[src/wake_cmp_pkg.sv]
/*
  Constants and carrier types for the wake-up amplitude and phase comparator.
  Assumes a 32-bit APB master and an analogue detector that returns one
  8-bit result per started measurement.
*/
package wake_cmp_pkg;

  localparam int NUM_CH = 2;
  localparam int CH_AMP = 0;
  localparam int CH_PHS = 1;
  localparam int ADDR_W = 9;

  // register indices; byte address is four times the index
  localparam logic [6:0] IDX_AMP_CFG = 7'h33;
  localparam logic [6:0] IDX_AMP_REF = 7'h34;
  localparam logic [6:0] IDX_AMP_AVG = 7'h35;
  localparam logic [6:0] IDX_AMP_RES = 7'h36;
  localparam logic [6:0] IDX_PHS_CFG = 7'h37;
  localparam logic [6:0] IDX_PHS_REF = 7'h38;
  localparam logic [6:0] IDX_PHS_AVG = 7'h39;
  localparam logic [6:0] IDX_PHS_RES = 7'h3A;
  localparam logic [6:0] IDX_WAKE_CTRL = 7'h40;
  localparam logic [6:0] IDX_IRQ_STAT = 7'h41;
  localparam logic [6:0] IDX_IRQ_MASK = 7'h42;

  // configuration register fields
  localparam int THR_MSB = 7;
  localparam int THR_LSB = 4;
  localparam int INCL_BIT = 3;
  localparam int WGT_MSB = 2;
  localparam int WGT_LSB = 1;
  localparam int SEL_BIT = 0;

  // weight code 0..3 selects 4, 8, 16, 32: shift of code plus this base
  localparam logic [2:0] AVG_SHIFT_BASE = 3'h2;

  // wake control, status and mask bits
  localparam int CTRL_AMP_BIT = 0;
  localparam int CTRL_PHS_BIT = 1;
  localparam int STAT_AMP_BIT = 0;
  localparam int STAT_PHS_BIT = 1;

  localparam logic [7:0] CFG_RST = 8'h00;
  localparam logic [7:0] REF_RST = 8'h00;
  localparam logic [7:0] VIEW_RST = 8'h00;
  localparam logic [1:0] CTRL_RST = 2'h0;
  localparam logic [1:0] MASK_RST = 2'h0;
  localparam logic [1:0] STAT_RST = 2'h0;

  typedef struct packed {
    logic psel;
    logic penable;
    logic pwrite;
    logic [ADDR_W-1:0] paddr;
    logic [31:0] pwdata;
  } apb_req_t;

  typedef struct packed {
    logic done;
    logic [7:0] value;
  } meas_result_t;

  typedef struct packed {
    logic phase;
    logic amp;
  } meas_start_t;

endpackage

[src/wake_cmp.sv]
/*
  Wake-up amplitude and phase comparator: configuration, reference,
  auto-average and result registers behind an APB slave, measurement
  start on wake-up timer expiry, threshold compare and interrupt.
  Each channel keeps an 8-bit result, an 8-bit running average and a
  sticky event bit. The wake control word enables the starts on timer
  expiry; the mask word chooses which events drive IRQ. Reading the
  status word clears the bits it returned; an event in the clearing
  cycle survives. Registers sit one to a 32-bit word, data in bits
  7..0, byte address four times the index.
  Assumes TIMER_EXPIRE is a one-cycle pulse from the wake-up timer and
  that the detector answers each start with one done pulse and a value.
  Every done pulse is compared, whether or not a start was issued, so a
  detector must keep done low while idle. APB answers after one wait
  state; CE low freezes every register, the APB answer included.
*/
module wake_cmp #(
  parameter int VAL_W = 8,
  parameter int THR_W = 4,
  parameter int WGT_W = 2
) (
  input wire logic CLK,
  input wire logic RST_N,
  input wire logic CE,
  input wire wake_cmp_pkg::apb_req_t APB_REQ,
  output logic [31:0] PRDATA,
  output logic PREADY,
  output logic PSLVERR,
  input wire logic TIMER_EXPIRE,
  input wire wake_cmp_pkg::meas_result_t AMP_RESULT,
  input wire wake_cmp_pkg::meas_result_t PHASE_RESULT,
  output wake_cmp_pkg::meas_start_t MEAS_START,
  output logic IRQ
);
  import wake_cmp_pkg::*;

  // the carriers and field positions fix these widths
  if (VAL_W != $bits(meas_result_t) - 1) begin : g_bad_val_w
    $error("VAL_W must match the detector result width");
  end
  if (THR_W != THR_MSB - THR_LSB + 1) begin : g_bad_thr_w
    $error("THR_W must match the threshold field");
  end
  if (WGT_W != WGT_MSB - WGT_LSB + 1) begin : g_bad_wgt_w
    $error("WGT_W must match the weight field");
  end
  if (NUM_CH != 2) begin : g_bad_num_ch
    $error("exactly two measurement channels are served");
  end
  if (ADDR_W < 9) begin : g_bad_addr_w
    $error("address must reach the status and mask words");
  end
  if (AVG_SHIFT_BASE + 3 > 8) begin : g_bad_shift
    $error("average shift must stay inside the 9-bit difference");
  end

  logic [7:0] cfg_r [NUM_CH];
  logic [7:0] ref_r [NUM_CH];
  logic [7:0] avg_r [NUM_CH];
  logic [7:0] res_r [NUM_CH];
  logic [1:0] ctrl_r;
  logic [1:0] stat_r;
  logic [1:0] stat_nxt;
  logic [1:0] stat_snap_r;
  logic [1:0] mask_r;
  logic [1:0] trig;
  logic pready_r;
  logic pslverr_r;
  logic [31:0] prdata_r;
  logic irq_r;
  meas_start_t start_r;
  meas_result_t res_in [NUM_CH];
  logic [7:0] cmp_ref [NUM_CH];
  logic [6:0] idx;
  logic aligned;
  logic access;
  logic done;
  logic wr_done;
  logic rd_clr;
  logic [7:0] rd_byte;
  logic rd_hit;
  logic first_acc;
  logic [NUM_CH-1:0] avg_take;
  logic [NUM_CH-1:0] wr_cfg;
  logic [NUM_CH-1:0] wr_ref;
  logic wr_ctrl;
  logic wr_mask;

  // distance between a result and its reference
  function automatic logic [7:0] abs_diff(input logic [7:0] a,
                                          input logic [7:0] b);
    return (a >= b) ? 8'(a - b) : 8'(b - a);
  endfunction

  // absolute difference above threshold
  function automatic logic exceeds(input logic [7:0] res,
                                   input logic [7:0] refv,
                                   input logic [3:0] thr);
    return abs_diff(res, refv) > {4'h0, thr};
  endfunction

  // configuration fields
  function automatic logic [3:0] thr_of(input logic [7:0] cfg);
    return cfg[THR_MSB:THR_LSB];
  endfunction

  function automatic logic [1:0] wgt_of(input logic [7:0] cfg);
    return cfg[WGT_MSB:WGT_LSB];
  endfunction

  function automatic logic incl_of(input logic [7:0] cfg);
    return cfg[INCL_BIT];
  endfunction

  function automatic logic sel_of(input logic [7:0] cfg);
    return cfg[SEL_BIT];
  endfunction

  // running average: avg + (res - avg) / weight
  function automatic logic [7:0] avg_step(input logic [7:0] avg,
                                          input logic [7:0] res,
                                          input logic [1:0] code);
    logic signed [8:0] delta;
    logic signed [8:0] step;
    logic [2:0] sh;
    delta = $signed({1'b0, res}) - $signed({1'b0, avg});
    sh = 3'({1'b0, code}) + AVG_SHIFT_BASE;
    step = delta >>> sh;
    return 8'(avg + step[7:0]);
  endfunction

  // register index to channel and field, used by write decode
  function automatic logic is_cfg(input logic [6:0] i, input int ch);
    return i == (ch == CH_AMP ? IDX_AMP_CFG : IDX_PHS_CFG);
  endfunction

  function automatic logic is_ref(input logic [6:0] i, input int ch);
    return i == (ch == CH_AMP ? IDX_AMP_REF : IDX_PHS_REF);
  endfunction

  assign idx = APB_REQ.paddr[ADDR_W-1:2];
  assign aligned = APB_REQ.paddr[1:0] == 2'h0;
  assign access = APB_REQ.psel & APB_REQ.penable;
  assign done = access & pready_r;
  assign first_acc = access & ~pready_r;
  assign wr_done = done & APB_REQ.pwrite & aligned & rd_hit;
  assign rd_clr = done & ~APB_REQ.pwrite & aligned & (idx == IDX_IRQ_STAT);

  assign res_in[CH_AMP] = AMP_RESULT;
  assign res_in[CH_PHS] = PHASE_RESULT;

  // reference selection and compare per channel
  always_comb begin
    for (int ch = 0; ch < NUM_CH; ch++) begin
      cmp_ref[ch] = sel_of(cfg_r[ch]) ?
        avg_r[ch] : ref_r[ch];
      trig[ch] = res_in[ch].done &
        exceeds(res_in[ch].value, cmp_ref[ch],
                thr_of(cfg_r[ch]));
      avg_take[ch] = res_in[ch].done &
        (~trig[ch] | incl_of(cfg_r[ch]));
    end
  end

  // write strobes per register
  always_comb begin
    for (int ch = 0; ch < NUM_CH; ch++) begin
      wr_cfg[ch] = wr_done & is_cfg(idx, ch);
      wr_ref[ch] = wr_done & is_ref(idx, ch);
    end
    wr_ctrl = wr_done & (idx == IDX_WAKE_CTRL);
    wr_mask = wr_done & (idx == IDX_IRQ_MASK);
  end

  // read mux
  always_comb begin
    rd_byte = 8'h00;
    rd_hit = 1'b1;
    case (idx)
      IDX_AMP_CFG: rd_byte = cfg_r[CH_AMP];
      IDX_AMP_REF: rd_byte = ref_r[CH_AMP];
      IDX_AMP_AVG: rd_byte = avg_r[CH_AMP];
      IDX_AMP_RES: rd_byte = res_r[CH_AMP];
      IDX_PHS_CFG: rd_byte = cfg_r[CH_PHS];
      IDX_PHS_REF: rd_byte = ref_r[CH_PHS];
      IDX_PHS_AVG: rd_byte = avg_r[CH_PHS];
      IDX_PHS_RES: rd_byte = res_r[CH_PHS];
      IDX_WAKE_CTRL: rd_byte = {6'h00, ctrl_r};
      IDX_IRQ_STAT: rd_byte = {6'h00, stat_r};
      IDX_IRQ_MASK: rd_byte = {6'h00, mask_r};
      default: rd_hit = 1'b0;
    endcase
  end

  // apb answer: one wait state, then PREADY for one cycle
  always_ff @(posedge CLK or negedge RST_N) begin
    if (!RST_N) begin
      pready_r <= 1'b0;
    end else if (CE) begin
      pready_r <= first_acc;
    end
  end

  // error answer on unmapped or unaligned words
  always_ff @(posedge CLK or negedge RST_N) begin
    if (!RST_N) begin
      pslverr_r <= 1'b0;
    end else if (CE) begin
      pslverr_r <= first_acc & ~(aligned & rd_hit);
    end
  end

  // read data is latched with PREADY and kept afterwards
  always_ff @(posedge CLK or negedge RST_N) begin
    if (!RST_N) begin
      prdata_r <= 32'h0000_0000;
    end else if (CE && first_acc) begin
      if (aligned && !APB_REQ.pwrite) begin
        prdata_r <= {24'h00_0000, rd_byte};
      end else begin
        prdata_r <= 32'h0000_0000;
      end
    end
  end

  // status as shown to the reader; only these bits are cleared
  always_ff @(posedge CLK or negedge RST_N) begin
    if (!RST_N) begin
      stat_snap_r <= STAT_RST;
    end else if (CE && first_acc) begin
      stat_snap_r <= stat_r;
    end
  end

  // configuration words; views and status ignore writes without error
  always_ff @(posedge CLK or negedge RST_N) begin
    if (!RST_N) begin
      for (int ch = 0; ch < NUM_CH; ch++) begin
        cfg_r[ch] <= CFG_RST;
      end
    end else if (CE) begin
      for (int ch = 0; ch < NUM_CH; ch++) begin
        if (wr_cfg[ch]) begin
          cfg_r[ch] <= APB_REQ.pwdata[7:0];
        end
      end
    end
  end

  // reference words
  always_ff @(posedge CLK or negedge RST_N) begin
    if (!RST_N) begin
      for (int ch = 0; ch < NUM_CH; ch++) begin
        ref_r[ch] <= REF_RST;
      end
    end else if (CE) begin
      for (int ch = 0; ch < NUM_CH; ch++) begin
        if (wr_ref[ch]) begin
          ref_r[ch] <= APB_REQ.pwdata[7:0];
        end
      end
    end
  end

  // wake control: start enables
  always_ff @(posedge CLK or negedge RST_N) begin
    if (!RST_N) begin
      ctrl_r <= CTRL_RST;
    end else if (CE && wr_ctrl) begin
      ctrl_r <= APB_REQ.pwdata[1:0];
    end
  end

  // interrupt mask
  always_ff @(posedge CLK or negedge RST_N) begin
    if (!RST_N) begin
      mask_r <= MASK_RST;
    end else if (CE && wr_mask) begin
      mask_r <= APB_REQ.pwdata[1:0];
    end
  end

  // measurement start on timer expiry
  always_ff @(posedge CLK or negedge RST_N) begin
    if (!RST_N) begin
      start_r <= '0;
    end else if (CE) begin
      start_r.amp <= TIMER_EXPIRE & ctrl_r[CTRL_AMP_BIT];
      start_r.phase <= TIMER_EXPIRE & ctrl_r[CTRL_PHS_BIT];
    end
  end

  // latest result per channel
  always_ff @(posedge CLK or negedge RST_N) begin
    if (!RST_N) begin
      for (int ch = 0; ch < NUM_CH; ch++) begin
        res_r[ch] <= VIEW_RST;
      end
    end else if (CE) begin
      for (int ch = 0; ch < NUM_CH; ch++) begin
        if (res_in[ch].done) begin
          res_r[ch] <= res_in[ch].value;
        end
      end
    end
  end

  // auto-average; a triggering result counts only with its include bit
  always_ff @(posedge CLK or negedge RST_N) begin
    if (!RST_N) begin
      for (int ch = 0; ch < NUM_CH; ch++) begin
        avg_r[ch] <= VIEW_RST;
      end
    end else if (CE) begin
      for (int ch = 0; ch < NUM_CH; ch++) begin
        if (avg_take[ch]) begin
          avg_r[ch] <= avg_step(avg_r[ch], res_in[ch].value,
                                wgt_of(cfg_r[ch]));
        end
      end
    end
  end

  // sticky status: read clears only what was read, new events win
  always_comb begin
    stat_nxt = stat_r & ~(rd_clr ? stat_snap_r : 2'h0);
    stat_nxt[STAT_AMP_BIT] = stat_nxt[STAT_AMP_BIT] | trig[CH_AMP];
    stat_nxt[STAT_PHS_BIT] = stat_nxt[STAT_PHS_BIT] | trig[CH_PHS];
  end

  always_ff @(posedge CLK or negedge RST_N) begin
    if (!RST_N) begin
      stat_r <= STAT_RST;
    end else if (CE) begin
      stat_r <= stat_nxt;
    end
  end

  // taken from the next status so IRQ tracks the status flops exactly
  always_ff @(posedge CLK or negedge RST_N) begin
    if (!RST_N) begin
      irq_r <= 1'b0;
    end else if (CE) begin
      irq_r <= |(stat_nxt & mask_r);
    end
  end

  assign PRDATA = prdata_r;
  assign PREADY = pready_r;
  assign PSLVERR = pslverr_r;
  assign MEAS_START = start_r;
  assign IRQ = irq_r;

endmodule // wake_cmp

[config.mk]
export PLATFORM = sky130hd
export DESIGN_NAME = wake_cmp
export DESIGN_NICKNAME = d
export VERILOG_FILES = /design/src/wake_cmp_pkg.sv /design/src/wake_cmp.sv
export SDC_FILE = /design/constraint.sdc
export NUM_CORES = 1
export LEC_CHECK = 0
export ABC_AREA = 1
export BUFFER_PORTS_ARGS = -buffer_cell sky130_fd_sc_hd__buf_2
export CAP_MARGIN = 20
export CORE_UTILIZATION = 55
export CTS_BUF_LIST = sky130_fd_sc_hd__clkbuf_4 sky130_fd_sc_hd__clkbuf_8
export DETAILED_ROUTE_END_ITERATION = 10
export PLACE_DENSITY = 0.8
export SKIP_LAST_GASP = 1
export SYNTH_ARGS = -nofsm -noshare
export SYNTH_HDL_FRONTEND = slang
export SYNTH_SLANG_ARGS = --single-unit
[constraint.sdc]
create_clock -name CLK -period 4.6 [get_ports CLK]
set_clock_uncertainty 0.15 [all_clocks]
set_input_delay 0.46 -clock CLK [delete_from_list [all_inputs] [get_ports CLK]]
set_output_delay 0.46 -clock CLK [all_outputs]
set_load 0.01 [all_outputs]
==> summary.txt <==
Clocking
  • Clk Latency, worst-skew pair: 370 ps
  • Reg clk slew, reported paths: around 90 ps
  • # clock sinks: 85
  • H-tree depth reported by CTS: 3
  • PostCTS Resize Cnt: 0
  • Hold buffer count at CTS: 1
  • TritonCTS buffer count: 9
  • Setup bufs post-CTS: 0
  • CTS root buffer: clkbuf_8
  • CTS max path bufs: 2
  • CTS tree: done

Timing
  • Fmax: 237 MHz
  • Final Critical Period: 4220 ps
  • Relative slew slack: between 30% and 40%
  • Fin. max-slew vios: 0
  • Final Cycle Share: 91.7%
  • Setup total negative slack: 0 ps
  • RSZ-0062 raised after global routing: false
  • Slew @ Worst Pin: between 900 and 1000 ps
  • Setup violators final: 0
  • Fin Hold WS: 207 ps
  • Final Hold Viols: 0

Critical path
  • Critical Path Source Type: flip-flop
  • Kind of critical path: reg -> reg
  • CP Capture Type: flip-flop
  • CP required: 4710 ps
  • Worst-path maximum fanout: 18
  • Crit path arrival time: 4330 ps
  • Worst-case reg-to-reg path depth: 19

Flow run
  • Max-cap violations: 0

Drt
  • Starting DRT DRC Count: 646
  • Wire length per cell: 14.2 µm
  • Routed vias: 6840
  • Via density: 5.31
  • Drt total wl: 18.3 mm
  • TritonRoute pass-1 iters: 8
  • Antenna viol nets, final: 0
  • DRC viols: 1

Floorplan
  • Top-level I/O count: about 100
  • Core box area: 13200 µm²
  • Die Area: 14000 µm²
  • Chip height: 118 µm
  • Initial Util: a little under three fifths
  • Cell Rows: between 40 and 50
  • Chip width: 118 µm

Status
  • Status: complete, but fails checks
  • Failing checks: DRC

Power and ir drop
  • Clock power frac: between 15 and 20%
  • VDD IR max: 0.265 mV
  • Switching fraction of total power: 46.1%
  • Tot Pwr: 3.43 mW
  • Flop pwr share: a little over a quarter
  • Combinational power share: between 50 and 60%
  • Pwr dens: 432 nW/µm²
  • Total internal power: 1.85 mW
  • Leak: 4.30 nW
  • P_sw: 1.58 mW

Layout
  • Synthesis-to-finish area growth: 6.71%
  • Final instance area: 7960 µm²
  • Final core occ: 60.1%
  • Area occupied by multi-input gates: between 4000 and 5000 µm²
  • Layout cells sized above 1: 11.3%
  • # fillers: approximately 1300
  • Flip-flop and latch area: 2130 µm²
  • ANT cells: 0
  • Final #Nets: 1244

Synth
  • Post-synth EDFFs: 0
  • Asr flop ratio synth: 100%
  • Post-Syn Area: 7460 µm²
  • Synth warn: 0
  • Library cells used by synthesis: 49
  • Sequential-to-total area share from yosys stat: 28.5%
  • Syn Area/Cell: 7.05 µm²
  • Post-synthesis instance total: 1058
  • Number of synthesized register bits: between 80 and 90
  • Top FF cell, synth: dfrtp_1

Place
  • IO buf count: 54
  • DP HPWL: 14.7 mm
  • Dpl cell area: between 7000 and 8000 µm²
  • Gpl congestion: 0.884

Global route
  • First-pass GRT wire length: 29.9 mm
  • GRT overflow: 0
  • Initial antenna violation count: 0
  • Largest net degree at the start of global routing: 50
  • Total track usage: between 20% and 30%
  • Vias in the first global route: slightly above 6000

Worst hold path
  • Hold Crit Class: in -> reg
  • Hold path cells: 3
## state kept, by name, indices dropped and copies added, names as in the netlist
| name | flops |
|---|---|
| avg_r | 16 |
| cfg_r | 16 |
| ref_r | 16 |
| res_r | 16 |
| PRDATA | 8 |
| MEAS_START | 2 |
| ctrl_r | 2 |
| mask_r | 2 |
| stat_r | 2 |
| stat_snap_r | 2 |
| IRQ | 1 |
| PREADY | 1 |
| PSLVERR | 1 |
## logic make-up (layout without fill, tap and decap cells)
family | Yosys count | after routing | share of synthesized area, %
and+or+nand+nor | 451 | 451 | 26.9
buffers and inverters | 217 | 247 | 12.8
AOI/OAI and AO/OA | 211 | 211 | 16.5
DFF | 85 | 85 | 28.5
adders and majority gates | 72 | 72 | 12.7
xor gates and xnor gates | 20 | 20 | 2.35
other | 1 | 24 | 0.0503
muxes | 1 | 1 | 0.151
## Yosys cell counts, types with 4 or more instances
| master | count | area share (%) |
|---|---|---|
| nand2_1 | 306 | 15 |
| inv_1 | 164 | 8.3 |
| dfrtp_1 | 85 | 29 |
| o21ai_0 | 74 | 5.0 |
| ha_1 | 66 | 11 |
| nand3_1 | 51 | 3.4 |
| o21ai_1 | 47 | 3.2 |
| nor2_1 | 40 | 2.0 |
| a21oi_1 | 35 | 2.3 |
| buf_4 | 25 | 2.5 |
| a221oi_1 | 17 | 2.0 |
| clkbuf_1 | 11 | 0.55 |
| nand2_2 | 11 | 0.92 |
| xnor2_1 | 10 | 1.2 |
| xor2_1 | 10 | 1.2 |
| nand4_1 | 9 | 0.76 |
| a22o_1 | 7 | 0.82 |
| a31oi_1 | 7 | 0.59 |
| fa_1 | 6 | 1.6 |
| inv_2 | 6 | 0.30 |
| o21ai_2 | 6 | 0.70 |
| or2_2 | 6 | 0.50 |
| buf_6 | 5 | 0.76 |
| nand3_4 | 4 | 0.94 |
| nand3b_1 | 4 | 0.40 |
| nor2_2 | 4 | 0.34 |
| nor3_1 | 4 | 0.27 |
| nor3_4 | 4 | 0.87 |
## per-stage QoR
step | worst slack, ps | cells
6_report | 382 | 1287
5_1_grt | 25.7 | 1287
4_1_cts | 444 | 1287
3_5_place_dp | 450 | 1270
3_3_place_gp | 550 | 1270
2_1_floorplan | 953 | 1081
## area by class of cell
| class | instances | share of cell area, % |
|---|---|---|
| flip-flops and latches | 85 | 26.7 |
| well taps | 176 | 2.77 |
| clock buffers | 10 | 1.73 |
| multi-input cells | 779 | 56.1 |
| repair buffers | 58 | 3.84 |
| clock inverters | 6 | 0.645 |
| inverters | 173 | 8.22 |
## routing by layer
layer  part of all wire [%]  routed length [µm]  GRT usage (%)  up-vias
li1                       -                   -              -     3481
met1                     47                8600           38.3     3063
met2                     45                8150           42.6      262
met3                    6.2                1140           3.43       34
met4                    2.1                 389           8.78        0
met5                      0                   0              0        -
## worst paths after layout
check	startpoint	endpoint	slack, ps
worst min-delay path	TIMER_EXPIRE	MEAS_START[1]	210
worst max-delay path	cfg_r[8]	avg_r[14]	380
max in group asynchronous	RST_N	cfg_r[5]	2850
min in group asynchronous	RST_N	avg_r[15]	440
worst min register to register	PSLVERR	PSLVERR	340
worst max register to register	cfg_r[8]	avg_r[14]	380
## worst max-delay path: stages, from the launching register on
cell	delay, ps
dfrtp_1	570
o21ai_0	320
inv_1	80
ha_1	380
a21oi_1	260
o21ai_0	110
a21oi_1	170
nand2_2	130
o21ai_0	220
xor2_1	160
inv_1	60
ha_1	290
a21oi_1	140
o21ai_0	100
o21ai_0	100
nand3_1	210
a21oi_2	330
inv_1	170
nand2_1	90
o21ai_1	60
## placed cells by master, fill, tap and decap left out, types with 24 or more instances in the layout
cell	count
o21ai_0	74
ha_1	66
inv_1	164
a21oi_1	35
buf_2	53
o21ai_1	47
nor2_1	40
dfrtp_1	85
conb_1	24
nand2_1	306
nand3_1	51
## power groups by stage
stage	clock (mW)	sequential, mW	combinational, mW
after floorplan	0	0.915	1.58
after global placement	0	0.942	1.91
after detailed placement	0	0.946	1.95
after CTS	0.525	0.932	1.97
after global routing	0.557	0.943	2.26
final	0.517	0.932	1.98
Note: power is estimated with default switching activity, not from simulation.
